$ cat config.mk
export PLATFORM = sky130hd
export DESIGN_NAME = srpr_read_param
export DESIGN_NICKNAME = d
export VERILOG_FILES = /design/src/rtl/srpr_pkg.sv /design/src/rtl/srpr_read_param.sv /design/src/rtl/srpr_link_rx.sv
export VERILOG_INCLUDE_DIRS = /design/src /design/src/rtl
export SDC_FILE = /design/constraint.sdc
export NUM_CORES = 1
export LEC_CHECK = 0
export ABC_AREA = 0
export BUFFER_PORTS_ARGS = -buffer_cell sky130_fd_sc_hd__buf_2
export CAP_MARGIN = 20
export CORE_MARGIN = 4
export CORE_UTILIZATION = 45
export CTS_BUF_LIST = sky130_fd_sc_hd__clkbuf_4
export DETAILED_ROUTE_END_ITERATION = 8
export PLACE_DENSITY = 0.76
export SYNTH_ARGS = -nofsm -noshare
export SYNTH_HDL_FRONTEND = slang
export SYNTH_SLANG_ARGS = --single-unit
$ cat constraint.sdc
create_clock -name i_clk -period 4.6 [get_ports i_clk]
set_clock_uncertainty 0.05 [all_clocks]
set_input_delay 0.23 -clock i_clk [delete_from_list [all_inputs] [get_ports i_clk]]
set_output_delay 0.23 -clock i_clk [all_outputs]
set_load 0.005 [all_outputs]
$ cat src/rtl/srpr_params.svh
`ifndef SRPR_PARAMS_SVH
`define SRPR_PARAMS_SVH

// Read-parameter register layout.
`define SRPR_REG_W          8
`define SRPR_RESET_VALUE    8'h00
`define SRPR_NV_RESET_VALUE 8'h00
`define SRPR_PIN_ROLE_BIT   7
`define SRPR_DUMMY_MSB      6
`define SRPR_DUMMY_LSB      3
`define SRPR_WRAP_EN_BIT    2
`define SRPR_BURST_MSB      1
`define SRPR_BURST_LSB      0

// Command codes of the two set-parameter operations.
`define SRPR_CMD_SET_PERSISTENT 8'h65
`define SRPR_CMD_SET_WORKING_A  8'hc0
`define SRPR_CMD_SET_WORKING_B  8'h63

// Per-command dummy counts used when the dummy field is zero.
`define SRPR_DUMMY_DEF_EIGHT 4'h8
`define SRPR_DUMMY_DEF_SIX   4'h6
`define SRPR_DUMMY_DEF_FOUR  4'h4

// Smallest wrap boundary in bytes; each burst code step doubles it.
`define SRPR_WRAP_BASE_BYTES 7'h08

`endif

$ cat src/rtl/srpr_pkg.sv
`default_nettype none
package srpr_pkg;

   // Class of the read command being served, which picks the default dummy count.
   typedef enum logic [2:0] {
      SRPR_RD_FAST_SINGLE,
      SRPR_RD_FAST_FOUR_LINE,
      SRPR_RD_DUAL_OUT,
      SRPR_RD_QUAD_OUT,
      SRPR_RD_DUAL_IO,
      SRPR_RD_QUAD_IO,
      SRPR_RD_FAST_DOUBLE_EDGE,
      SRPR_RD_QUAD_DOUBLE_EDGE
   } srpr_read_kind_e;

   // Pending write target of a set-parameter command.
   typedef enum logic [1:0] {
      SRPR_TGT_NONE,
      SRPR_TGT_PERSISTENT,
      SRPR_TGT_WORKING
   } srpr_target_e;

   typedef enum logic [1:0] {
      SRPR_ST_BOOT,
      SRPR_ST_CMD,
      SRPR_ST_DATA,
      SRPR_ST_SKIP
   } srpr_state_e;

endpackage

`default_nettype wire

$ cat src/rtl/srpr_read_param.sv
`timescale 1ns/1ns
`default_nettype none
`include "srpr_params.svh"

module srpr_read_param #(
   parameter int REG_W = `SRPR_REG_W
) (
   // Clock and reset
   input  wire logic                     i_clk,
   input  wire logic                     i_sys_rst,
   // Serial link pins
   input  wire logic                     i_sck,
   input  wire logic                     i_cs_n,
   input  wire logic [3:0]               i_io,
   // Device mode from the surrounding logic
   input  wire logic                     i_quad_lines_enable_bit,
   input  wire logic                     i_four_line_command_mode,
   input  wire logic                     i_dedicated_reset_present,
   input  wire logic                     i_dedicated_reset_disable,
   input  wire srpr_pkg::srpr_read_kind_e i_read_kind,
   // Register contents
   output logic [REG_W-1:0]              o_working_value,
   output logic [REG_W-1:0]              o_persistent_value,
   output logic                          o_boot_done,
   // Pin roles
   output logic                          o_shared_pin_is_reset,
   output logic                          o_shared_pin_is_pause,
   output logic                          o_shared_pin_is_data,
   output logic                          o_wp_pin_is_data,
   // Read behaviour
   output logic [3:0]                    o_dummy_cycles,
   output logic                          o_wrap_in_burst,
   output logic [6:0]                    o_wrap_bytes
);

   if (REG_W != 8) begin : g_check
      $error("srpr_read_param supports an 8-bit register only");
   end

   logic       frame_active;
   logic       byte_valid;
   logic       byte_first;
   logic [7:0] rx_byte;

   srpr_link_rx #(
      .BYTE_W (8)
   ) u_link_rx (
      .i_clk          (i_clk),
      .i_sys_rst      (i_sys_rst),
      .i_sck          (i_sck),
      .i_cs_n         (i_cs_n),
      .i_io           (i_io),
      .i_four_line    (i_four_line_command_mode),
      .o_frame_active (frame_active),
      .o_byte_valid   (byte_valid),
      .o_byte_first   (byte_first),
      .o_byte         (rx_byte)
   );

   function automatic logic [3:0] dummy_for(input srpr_pkg::srpr_read_kind_e kind,
                                            input logic [3:0] field);
      logic [3:0] dflt;
      dflt = `SRPR_DUMMY_DEF_EIGHT;
      unique case (kind)
         srpr_pkg::SRPR_RD_FAST_SINGLE,
         srpr_pkg::SRPR_RD_DUAL_OUT,
         srpr_pkg::SRPR_RD_QUAD_OUT,
         srpr_pkg::SRPR_RD_FAST_DOUBLE_EDGE: dflt = `SRPR_DUMMY_DEF_EIGHT;
         srpr_pkg::SRPR_RD_FAST_FOUR_LINE,
         srpr_pkg::SRPR_RD_QUAD_IO,
         srpr_pkg::SRPR_RD_QUAD_DOUBLE_EDGE: dflt = `SRPR_DUMMY_DEF_SIX;
         srpr_pkg::SRPR_RD_DUAL_IO:          dflt = `SRPR_DUMMY_DEF_FOUR;
      endcase
      // Double-edge four-line reads use the same default as the single-edge form.
      if (kind == srpr_pkg::SRPR_RD_FAST_DOUBLE_EDGE && i_four_line_command_mode) begin
         dflt = `SRPR_DUMMY_DEF_SIX;
      end
      return (field == 4'h0) ? dflt : field;
   endfunction

   function automatic logic [6:0] wrap_bytes_for(input logic [1:0] code);
      return 7'(`SRPR_WRAP_BASE_BYTES << code);
   endfunction

   // Command decode and register update.
   srpr_pkg::srpr_state_e  state_q, state_d;
   srpr_pkg::srpr_target_e target_q, target_d;
   logic [7:0] work_q, work_d;
   logic [7:0] pers_q, pers_d;

   always_comb begin
      state_d  = state_q;
      target_d = target_q;
      work_d   = work_q;
      pers_d   = pers_q;
      unique case (state_q)
         srpr_pkg::SRPR_ST_BOOT: begin
            work_d  = pers_q;
            state_d = srpr_pkg::SRPR_ST_CMD;
         end
         srpr_pkg::SRPR_ST_CMD: begin
            if (byte_valid && byte_first) begin
               if (rx_byte == `SRPR_CMD_SET_PERSISTENT) begin
                  target_d = srpr_pkg::SRPR_TGT_PERSISTENT;
                  state_d  = srpr_pkg::SRPR_ST_DATA;
               end else if (rx_byte == `SRPR_CMD_SET_WORKING_A ||
                            rx_byte == `SRPR_CMD_SET_WORKING_B) begin
                  target_d = srpr_pkg::SRPR_TGT_WORKING;
                  state_d  = srpr_pkg::SRPR_ST_DATA;
               end else begin
                  state_d  = srpr_pkg::SRPR_ST_SKIP;
               end
            end
         end
         srpr_pkg::SRPR_ST_DATA: begin
            if (!frame_active) begin
               target_d = srpr_pkg::SRPR_TGT_NONE;
               state_d  = srpr_pkg::SRPR_ST_CMD;
            end else if (byte_valid) begin
               // Each copy is written alone; the other keeps its value.
               if (target_q == srpr_pkg::SRPR_TGT_PERSISTENT) begin
                  pers_d = rx_byte;
               end else begin
                  work_d = rx_byte;
               end
               target_d = srpr_pkg::SRPR_TGT_NONE;
               state_d  = srpr_pkg::SRPR_ST_SKIP;
            end
         end
         srpr_pkg::SRPR_ST_SKIP: begin
            // Extra bytes after the data byte are ignored until the frame ends.
            if (!frame_active) begin
               state_d = srpr_pkg::SRPR_ST_CMD;
            end
         end
      endcase
   end

   always_ff @(posedge i_clk or posedge i_sys_rst) begin
      if (i_sys_rst) begin
         state_q  <= srpr_pkg::SRPR_ST_BOOT;
         target_q <= srpr_pkg::SRPR_TGT_NONE;
         work_q   <= `SRPR_RESET_VALUE;
         pers_q   <= `SRPR_NV_RESET_VALUE;
      end else begin
         state_q  <= state_d;
         target_q <= target_d;
         work_q   <= work_d;
         pers_q   <= pers_d;
      end
   end

   // Registered view of the behaviour the working copy selects.
   logic       reset_role_q, reset_role_d;
   logic       pause_role_q, pause_role_d;
   logic       data_role_q, data_role_d;
   logic [3:0] dummy_q, dummy_d;
   logic       wrap_q, wrap_d;
   logic [6:0] wrap_bytes_q, wrap_bytes_d;
   logic       boot_done_q, boot_done_d;

   always_comb begin
      // Four-line mode always drives all four lanes, so it frees the control pins too.
      data_role_d  = i_quad_lines_enable_bit | i_four_line_command_mode;
      reset_role_d = 1'b0;
      pause_role_d = 1'b0;
      if (!data_role_d) begin
         if (i_dedicated_reset_present && !i_dedicated_reset_disable) begin
            pause_role_d = 1'b1;
         end else begin
            reset_role_d = work_q[`SRPR_PIN_ROLE_BIT];
            pause_role_d = ~work_q[`SRPR_PIN_ROLE_BIT];
         end
      end
      dummy_d      = dummy_for(i_read_kind, work_q[`SRPR_DUMMY_MSB:`SRPR_DUMMY_LSB]);
      wrap_d       = work_q[`SRPR_WRAP_EN_BIT];
      // Zero wrap size means the whole array when wrapping is off.
      wrap_bytes_d = wrap_d ? wrap_bytes_for(work_q[`SRPR_BURST_MSB:`SRPR_BURST_LSB])
                            : 7'h00;
      boot_done_d  = (state_q != srpr_pkg::SRPR_ST_BOOT);
   end

   always_ff @(posedge i_clk or posedge i_sys_rst) begin
      if (i_sys_rst) begin
         reset_role_q <= 1'b0;
         pause_role_q <= 1'b1;
         data_role_q  <= 1'b0;
         dummy_q      <= `SRPR_DUMMY_DEF_EIGHT;
         wrap_q       <= 1'b0;
         wrap_bytes_q <= 7'h00;
         boot_done_q  <= 1'b0;
      end else begin
         reset_role_q <= reset_role_d;
         pause_role_q <= pause_role_d;
         data_role_q  <= data_role_d;
         dummy_q      <= dummy_d;
         wrap_q       <= wrap_d;
         wrap_bytes_q <= wrap_bytes_d;
         boot_done_q  <= boot_done_d;
      end
   end

   assign o_working_value       = work_q;
   assign o_persistent_value    = pers_q;
   assign o_boot_done           = boot_done_q;
   assign o_shared_pin_is_reset = reset_role_q;
   assign o_shared_pin_is_pause = pause_role_q;
   assign o_shared_pin_is_data  = data_role_q;
   assign o_wp_pin_is_data      = data_role_q;
   assign o_dummy_cycles        = dummy_q;
   assign o_wrap_in_burst       = wrap_q;
   assign o_wrap_bytes          = wrap_bytes_q;

endmodule

`default_nettype wire

$ cat src/rtl/srpr_link_rx.sv
`timescale 1ns/1ns
`default_nettype none
`include "srpr_params.svh"

module srpr_link_rx #(
   parameter int BYTE_W = 8
) (
   // Clock and reset
   input  wire logic              i_clk,
   input  wire logic              i_sys_rst,
   // Link pins
   input  wire logic              i_sck,
   input  wire logic              i_cs_n,
   input  wire logic [3:0]        i_io,
   // Lane mode
   input  wire logic              i_four_line,
   // Received bytes
   output logic                   o_frame_active,
   output logic                   o_byte_valid,
   output logic                   o_byte_first,
   output logic [BYTE_W-1:0]      o_byte
);

   if (BYTE_W != 8) begin : g_check
      $error("srpr_link_rx serves 8-bit bytes only");
   end

   // Two-stage synchronisers; only stage two is read by logic.
   logic [5:0] sync1_q;
   logic [5:0] sync2_q;
   logic       sck_prev_q;
   logic [2:0] bit_cnt_q, bit_cnt_d;
   logic [7:0] shift_q, shift_d;
   logic       first_q, first_d;
   logic       valid_q, valid_d;
   logic       vfirst_q, vfirst_d;
   logic [7:0] byte_q, byte_d;

   logic       sck_s;
   logic       cs_n_s;
   logic [3:0] io_s;
   logic       sck_rise;

   assign sck_s    = sync2_q[5];
   assign cs_n_s   = sync2_q[4];
   assign io_s     = sync2_q[3:0];
   assign sck_rise = sck_s & ~sck_prev_q;

   always_comb begin
      bit_cnt_d = bit_cnt_q;
      shift_d   = shift_q;
      first_d   = first_q;
      valid_d   = 1'b0;
      vfirst_d  = vfirst_q;
      byte_d    = byte_q;
      if (cs_n_s) begin
         bit_cnt_d = 3'h0;
         first_d   = 1'b1;
      end else if (sck_rise) begin
         // Four lanes carry a nibble per edge, high nibble first.
         if (i_four_line) begin
            shift_d   = {shift_q[3:0], io_s};
            bit_cnt_d = bit_cnt_q + 3'h4;
         end else begin
            shift_d   = {shift_q[6:0], io_s[0]};
            bit_cnt_d = bit_cnt_q + 3'h1;
         end
         if ((i_four_line && bit_cnt_q == 3'h4) || (!i_four_line && bit_cnt_q == 3'h7)) begin
            valid_d  = 1'b1;
            vfirst_d = first_q;
            byte_d   = shift_d;
            first_d  = 1'b0;
         end
      end
   end

   always_ff @(posedge i_clk or posedge i_sys_rst) begin
      if (i_sys_rst) begin
         sync1_q    <= 6'h30;
         sync2_q    <= 6'h30;
         sck_prev_q <= 1'b1;
         bit_cnt_q  <= 3'h0;
         shift_q    <= 8'h00;
         first_q    <= 1'b1;
         valid_q    <= 1'b0;
         vfirst_q   <= 1'b0;
         byte_q     <= 8'h00;
      end else begin
         sync1_q    <= {i_sck, i_cs_n, i_io};
         sync2_q    <= sync1_q;
         sck_prev_q <= sck_s;
         bit_cnt_q  <= bit_cnt_d;
         shift_q    <= shift_d;
         first_q    <= first_d;
         valid_q    <= valid_d;
         vfirst_q   <= vfirst_d;
         byte_q     <= byte_d;
      end
   end

   assign o_frame_active = ~cs_n_s;
   assign o_byte_valid   = valid_q;
   assign o_byte_first   = vfirst_q;
   assign o_byte         = byte_q;

endmodule

`default_nettype wire

==> results of run 1 <==
-- worst paths after layout --
check / endpoint / slack (ps) / cells past startpoint
min in group i_clk: o_shared_pin_is_pause / 30 / 3
worst max register to register: o_persistent_value[7] / 2150 / 5
max in group asynchronous: u_link_rx.bit_cnt_q[0] / 3990 / 3
worst min register to register: u_link_rx.sync2_q[1] / 300 / 0
worst max-delay path: o_persistent_value[7] / 2150 / 5
worst min-delay path: u_link_rx.shift_q[1] / 3 / 3
-- flip-flops by register name (all words and copies together), names as in the netlist, 2 cells and up --
signal	count
u_link_rx.sync1_q	6
u_link_rx.o_byte	8
u_link_rx.sync2_q	6
target_q	2
o_persistent_value	8
state_q	2
u_link_rx.bit_cnt_q	3
o_wrap_bytes	4
o_working_value	8
o_dummy_cycles	4
u_link_rx.shift_q	7
-- through the flow --
stage	setup WS, ps	std cells	util, %	total power [uW]
finish	2150	361	54.7	1410
global route	1930	361	54.7	1510
CTS	2140	361	54.7	1430
detailed placement	2160	338	50.9	1010
global placement	2230	338	50.9	998
floorplan	2650	231	-	926
-- routing by layer --
layer / up-vias / track usage, % / share of wire [%]
met1: 830 / 16.5 / 43
met5: - / 0 / 0
met2: 50 / 22.4 / 47
met4: 0 / 4.25 / 1.3
met3: 5 / 6.46 / 8.5
li1: 883 / - / -
-- worst register-to-register path: stages (launching register included) --
cell     delay (ps)
dfrtp_1         420
inv_1            90
ha_1            560
inv_2            90
or4_1           740
mux2_1          390
-- cells by family (layout without fill, tap and decap cells) --
kind of cell / count (synthesis) / count (layout)
adders and majority gates: 7 / 7
AOI/OAI and AO/OA: 43 / 43
and+or+nand+nor: 56 / 56
xor gates and xnor gates: 2 / 2
buffers and inverters: 24 / 79
other: 1 / 3
DFF: 67 / 67
muxes: 29 / 29
-- power by group through the flow --
stage	Clock (uW)	Combinational, uW	Sequential, uW
4_1_cts	428	272	732
6_report	413	267	731
5_1_grt	457	304	748
2_1_floorplan	0	193	733
3_5_place_dp	0	266	744
3_3_place_gp	0	257	740
-- cell type report --
class	instances	area share, %
Timing Repair Buffer	52	9.19
Sequential cell	67	52.0
Inverter	11	1.27
Clock buffer	10	2.32
Tap cell	75	2.90
Clock inverter	6	2.47
Multi-Input combinational cell	140	29.8
-- synth_stat cells (all sizes together) --
cell type   n  share of area, %
clkbuf      4              0.54
o211ai      1              0.27
buf         9               2.0
mux2i      16               5.8
nor2b       2              0.45
or4         1              0.27
o21ai      14               2.5
conb        1              0.14
nand4b      1              0.32
dfrtp      59                54
dfstp       8               7.6
nor3b       2              0.73
nand2      11               1.5
and3        2              0.45
mux2       13               5.4
nand2b      5               1.1
nor2       23               3.1
a211oi      1              0.27
or3b        1              0.32
and3b       1              0.32
a21o        3              0.82
a21oi      19               3.4
xnor2       2              0.64
nand3       2              0.36
a21boi      1              0.68
inv        11               1.5
a22o        1              0.32
or4b        2              0.73
a32oi       1              0.32
o22ai       1              0.23
a2bb2oi     1              0.32
ha          7               3.2
nor4        2              0.45
nor3        1              0.18
-- repair_timing --
item | 4_1_cts | 5_1_grt
hold buffers | 7 | 0
setup buffers | 0 | 0
endpoints found under the hold margin | 8 | 0
==> results.ini, run 1 <==
[run_status]
status = finished, final reports clean

[clocking]
insertion_delay_ps = 390
tritoncts = yes
clockBufferDepth = 2
cts_buffers = 9
cts.sinks = 67
cts_root_buffer = clkbuf_4
cts_resized = 0
h-tree-depth = 3
clk_pin_slew_ps = 100

[placed_design]
dpl_cell_area_sq_um = 3020
numPortBuffers = 44
gp_congestion = 0.758
dp_hpwl_mm = 3.19

[synthesis]
seq_area_frac_synth_pct = 61.2
synth_compound_area_share_pct = 9.21
synth-simple-area-share_pct = 10.3
yosysUniqueCellTypes = 41
synthesis.area_sq_um = 2760
synth_top_family_by_area = multiplexers
synthMuxAreaShare_pct = 11.3
synthAdderAreaFrac_pct = 3.18
syn_avg_cell_area_sq_um = 12.0
synth-xor-area-share_pct = 0.635
yosys_warnings = 0
post_synth_inst_count = 229
synth_seq_cells = 67

[timing]
tightestPinTransition_ps = 969
clock.fmax_ghz = 0.408
hold_violations = 0
rsz0062_at_grt = false
drv_slew = 0
fin_crit_ps = 2450
hold-worst-slack_ps = 3.32
setup_viol = 0
relSlewSlack_pct = 35.4
fin_crit_sh_pct = 53.3
fin_tns_setup_ps = 0

[cells_and_area]
drive_gt1_share_pct = 26.9
layout.nets = 303
n_fill_cell = 510
area_growth_pct = 17.5
design_area_sq_um = 3240
multi_input_area_sq_um = 966
antenna_cells = 0
final_common_cell = dfrtp_1
area.sequential_sq_um = 1690
layout_common_cells = 59 x dfrtp_1, 44 x buf_2, 23 x nor2_1

[die]
io_pins = 48
rows = 28
die_x_microns = 86.3
die_area_sq_um = 7440
start_util_pct = 46.6
core_sq_um = 5920
die_y_microns = 86.3

[route]
vias = 1768
routed_wl_mm = 4.55
dr.pass1.iters = 4
wl_per_cell_microns = 12.6
dr.first_iter.drc_count = 97
antenna_left = 0
drc = 0
vias_per_cell = 4.90

[setup_path]
cp.buffers_inverters = 2
crit_slowest_cell = or4_1
endpoint_kind = flip-flop
path_delay_family = simple AND/OR/NAND/NOR gates
worstReg2RegStart = state_q[0]
required_ps = 4830
cp_cell_sequence = inv_1 > ha_1 > inv_2 > or4_1 > mux2_1
setup.worst_path.start = state_q[0]
crit_arrival_ps = 2680
cp-start-kind = flip-flop
critical_path.max_stage_delay_ps = 740
critPathKind = flip-flop to flip-flop
path_max_fanout = 14

[grt]
antenna_found_initial = 0
grt.total_usage_pct = 13.8
grt_overflow = 0
grt_max_degree = 68
grt_pass1_vias = 1719
grt_pass1_wl_mm = 7.88

[power]
vdd_drop_max_v = 0.000262
combinationalPowerShare_pct = 18.9
clockPowerShare_pct = 29.3
switching_share_pct = 27.5
p_leak_uw = 0.00158
p_int_uw = 1020
p_switching_uw = 388
power_frac_seq_pct = 51.8
power.density_nw_per_um2 = 436

[hold_path]
hold_path_class = input port to async pin

[job]
cap_violations = 0

Note: power is estimated with default switching activity, not from simulation.
==> run 2: changes to the inputs <==
PLACE_DENSITY = 0.79   (was 0.76)
clock period = 2.1 ns   (was 4.6 ns; I/O delays follow)
==> run 2 against run 1 <==
Compared with the run above:
- via count rose by 4.7%
- setup slack worse by 1900 ps
- sequential share of layout area down 0.95 points
- global-route usage up 1.0 points
==> results.ini, run 2 (same netlist as run 1, synthesis figures left out) <==
[power]
power.density_nw_per_um2 = 919
combinationalPowerShare_pct = 20.6
p_int_uw = 2150
p_leak_uw = 0.00162
p_switching_uw = 878
switching_share_pct = 29.0
clockPowerShare_pct = 26.3
p_total_uw = 3030
power_frac_seq_pct = 53.1
vdd_drop_max_v = 0.000549

[placed_design]
dpl_cell_area_sq_um = 3060
pre_cts_ws_ps = 84.0
numPortBuffers = 44
dp_hpwl_mm = 3.51
gp_congestion = 0.758

[die]
core_sq_um = 5920
die_area_sq_um = 7440
io_pins = 48
die_y_microns = 86.3
rows = 28
die_x_microns = 86.3
start_util_pct = 46.6

[timing]
clock.fmax_ghz = 0.529
fin_crit_sh_pct = 90.0
fin_crit_ps = 1890
relSlewSlack_pct = 61.9
drv_slew = 0
fin_ws_ps = 209
rsz0062_at_grt = false
setup_viol = 0
tightestPinTransition_ps = 570
hold_violations = 0
fin_tns_setup_ps = 0

[clocking]
h-tree-depth = 3
tritoncts = yes
insertion_delay_ps = 400
clk_pin_slew_ps = 100
cts_root_buffer = clkbuf_4
clockBufferDepth = 2
cts_setup_buffers = 0
cts_buffers = 9
cts.sinks = 67

[setup_path]
required_ps = 2340
endpoint_kind = flip-flop
critical_path.max_stage_delay_ps = 400
critPathKind = flip-flop to flip-flop
cp.buffers_inverters = 2
cp-start-kind = flip-flop
cp_cell_sequence = inv_1 > ha_1 > buf_4 > a21oi_1 > a2bb2oi_1 > mux2_2
path_delay_family = compound AO/OA/AOI/OAI gates
crit_arrival_ps = 2130
crit_slowest_cell = dfrtp_1
path_max_fanout = 13

[route]
routed_wl_mm = 5.03
antenna_left = 0
dr.pass1.iters = 4
vias = 1851
dr.first_iter.drc_count = 75
wl_per_cell_microns = 13.6
vias_per_cell = 5.02
drc = 0

[cells_and_area]
layout.nets = 311
drive_gt1_share_pct = 27.6
layout_common_cells = 59 x dfrtp_1, 44 x buf_2, 23 x nor2_1
area_growth_pct = 19.7
antenna_cells = 0
design_area_sq_um = 3300
final_common_cell = dfrtp_1

[grt]
antenna_found_initial = 0
grt_pass1_wl_mm = 8.49
grt.total_usage_pct = 14.9
grt_max_degree = 42
grt_overflow = 0
grt_pass1_vias = 1766

[run_status]
status = finished, final reports clean

[hold_path]
hold_path_class = input port to flip-flop

[job]
cap_violations = 0

[run 2: changes by cell type in the layout (fill, tap and decap cells not counted)]
| cell | previous run | this run |
|---|---|---|
| dlygate4sd3_1 | 7 | 11 |
| buf_4 | 1 | 4 |
| buf_12 | 0 | 1 |
| bufinv_16 | 2 | 1 |
| clkbuf_4 | 10 | 11 |
| clkinv_1 | 2 | 3 |
| clkinvlp_4 | 1 | 0 |
| or4_1 | 1 | 0 |
| or4_4 | 0 | 1 |
[run 2: power groups by stage]
stage | clock network [uW] | logic, uW | registers [uW]
after floorplan | 0 | 423 | 1610
after global placement | 0 | 584 | 1620
after detailed placement | 0 | 611 | 1630
after CTS | 827 | 630 | 1610
after global routing | 894 | 699 | 1630
final | 798 | 625 | 1610
[run 2: worst min-delay path: cells and delay by family]
family / cells / cell delay [ps]
AO/OA/AOI/OAI: 2 / 230
buffers and inverters: 1 / 110
[run 2: final cells by class]
class                   count  area, sq um
multi-input cells         140          970
clock inverters             5         46.3
flip-flops and latches     67         1690
well taps                  75         93.8
fillers                   516         2620
clock buffers              11         82.6
repair buffers             60          380
inverters                  11         41.3
[run 2: stage by stage]
step,hold WS (ps),utilization [%],std cells
floorplan,59.5,-,231
CTS,9.73,55.7,369
detailed placement,150,51.6,342
global route,24.3,55.7,369
finish,41.0,55.7,369
global placement,139,51.6,342
[run 2: timing repair]
item,in CTS,in global routing
hold endpoints to repair,31,0
gates resized for setup,0,1
hold buffers,11,0
setup endpoints to repair,0,7
[run 2: metal layers]
| metal | vias up | global-route usage, % | share of wire [%] |
|---|---|---|---|
| li1 | 897 | - | - |
| met5 | - | 0 | 0 |
| met4 | 0 | 3.82 | 0.88 |
| met1 | 888 | 18.4 | 43 |
| met3 | 6 | 6.37 | 7.0 |
| met2 | 60 | 24.1 | 49 |
[run 2: final timing paths]
kind	startpoint	end	slack [ps]	depth (start not counted)
max	state_q[0]	state_q[0]	210	6
min	i_read_kind[1]	o_dummy_cycles[1]	40	3
max reg2reg	state_q[0]	state_q[0]	210	6
min reg2reg	u_link_rx.sync1_q[0]	u_link_rx.sync2_q[0]	290	0
max in group asynchronous	i_sys_rst	o_dummy_cycles[3]	1080	4
min in group asynchronous	i_sys_rst	u_link_rx.shift_q[6]	250	3
==> run 3: changes to the inputs <==
PLACE_DENSITY = 0.76   (was 0.79)
clock period = 1.85 ns   (was 2.1 ns; I/O delays follow)
==> run 3 against run 2 <==
Compared with the run above:
- clock power up 0.6%
- register-to-register slack worse by 150 ps
- power up 12%
- fmax up 5.7%
- clock-buffer cell count unchanged
- utilization up 0.97 points
- non-clock buffer count up 6
- final area up 1.7%
- sequential cell count unchanged
- largest cell class unchanged
- final cell count up 1.6%
- critical path depth unchanged
- via count down 0.81%
==> results.ini, run 3 (same netlist as run 1, synthesis figures left out) <==
[timing]
drv_slew = 0
fin_crit_ps = 1790
hold_violations = 0
fin_tns_setup_ps = 0
setup_viol = 0
fin_crit_sh_pct = 96.7
clock.fmax_ghz = 0.559
rsz0062_at_grt = false
hold-worst-slack_ps = 26.5

[cells_and_area]
area_growth_pct = 21.8
fin_util_pct = 56.7
drive_gt1_share_pct = 31.7
final_common_cell = dfrtp_1
layout.nets = 317
multi_input_area_sq_um = 992
antenna_cells = 0
area.sequential_sq_um = 1690
layout_common_cells = 58 x dfrtp_1, 44 x buf_2, 23 x nor2_1
n_fill_cell = 490

[power]
vdd_drop_max_v = 0.000506
switching_share_pct = 30.4
clockPowerShare_pct = 23.7
combinationalPowerShare_pct = 22.8
power_frac_seq_pct = 53.6
p_switching_uw = 1030
power.density_nw_per_um2 = 1010
p_int_uw = 2360
p_leak_uw = 0.00164
p_total_uw = 3390

[route]
dr.pass1.iters = 4
wl_per_cell_microns = 13.2
antenna_left = 0
drc = 0
vias = 1836
routed_wl_mm = 4.96
dr.first_iter.drc_count = 85
vias_per_cell = 4.90

[grt]
grt_max_degree = 49
grt.total_usage_pct = 14.5
grt_overflow = 0
antenna_found_initial = 0
grt_pass1_wl_mm = 8.38
grt_pass1_vias = 1845

[hold_path]
whs_endpoint = o_dummy_cycles[1]
hold_path_class = input port to flip-flop
holdCritStartpoint = i_read_kind[1]
whs_path_depth = 3

[setup_path]
rrSetupSlack_ps = 60
critPathKind = flip-flop to flip-flop
reg2reg_depth = 6
cp-start-kind = flip-flop
worstReg2RegStart = state_q[0]
path_max_fanout = 8
worstReg2RegEnd = o_persistent_value[3]
endpoint_kind = flip-flop
crit_arrival_ps = 2020
required_ps = 2080

[die]
io_pins = 48
die_x_microns = 86.3
die_area_sq_um = 7440
die_y_microns = 86.3
rows = 28
core_sq_um = 5920
start_util_pct = 46.6

[clocking]
insertion_delay_ps = 400
tritoncts = yes
cts.sinks = 67
cts_buffers = 9
clk_pin_slew_ps = 100
cts_root_buffer = clkbuf_4
h-tree-depth = 3
clockBufferDepth = 2

[job]
cap_violations = 0

[placed_design]
dp_hpwl_mm = 3.52
numPortBuffers = 44
gp_congestion = 0.834

[run_status]
status = finished, final reports clean

run 3: worst max-delay path by stage:
stage | to | slack (ps) | cells after the start | from
2_1_floorplan | o_boot_done | 40 | 1 | i_sys_rst
3_3_place_gp | o_persistent_value[3] | 70 | 6 | state_q[0]
3_5_place_dp | o_persistent_value[3] | 30 | 6 | state_q[0]
4_1_cts | o_persistent_value[3] | 6 | 6 | state_q[0]
5_1_grt | target_q[1] | 1 | 7 | state_q[0]
6_report | o_persistent_value[3] | 60 | 6 | state_q[0]
run 3: area by class of cell:
type	count	area share, %
Clock buffer	11	2.46
Multi-Input combinational cell	140	29.5
Tap cell	75	2.79
Timing Repair Buffer	66	12.8
Inverter	11	1.23
Sequential cell	67	50.3
Clock inverter	5	0.931
run 3: per-stage QoR:
| stage | area, sq um | instances | worst slack [ps] |
|---|---|---|---|
| floorplan | 2770 | 231 | 37.6 |
| global placement | 3110 | 348 | 72.4 |
| detailed placement | 3110 | 348 | 29.7 |
| CTS | 3330 | 375 | 5.66 |
| global route | 3360 | 375 | 1.11 |
| finish | 3360 | 375 | 61.6 |
run 3: what timing repair did:
action / 4_1_cts / 5_1_grt
resized for setup: 0 / 7
setup endpoints to repair: 0 / 10
endpoints found under the hold margin: 30 / 0
buffers inserted: 0 / 0
hold buffers: 11 / 0
run 3: power groups by stage:
stage          Sequential [uW]  Combinational (uW)  Clock [uW]
3_5_place_dp              1840                 734           0
6_report                  1820                 774         803
5_1_grt                   1850                 882         906
3_3_place_gp              1830                 717           0
2_1_floorplan             1820                 482           0
4_1_cts                   1810                 753         835
run 3: metal layers:
layer	track usage (%)	vias up	share of wire, %
met5	0	-	0
met4	6.37	0	1.8
met3	4.28	9	5.9
met2	23.8	45	47
met1	17.9	867	45
li1	-	915	-
run 3: worst max-delay path, cell delays in order, from the launching register on:
cell and delay, ps:
dfrtp_1 400, inv_2 90, ha_4 140, inv_2 40, or4_4 470, buf_6 160, mux2_1 320
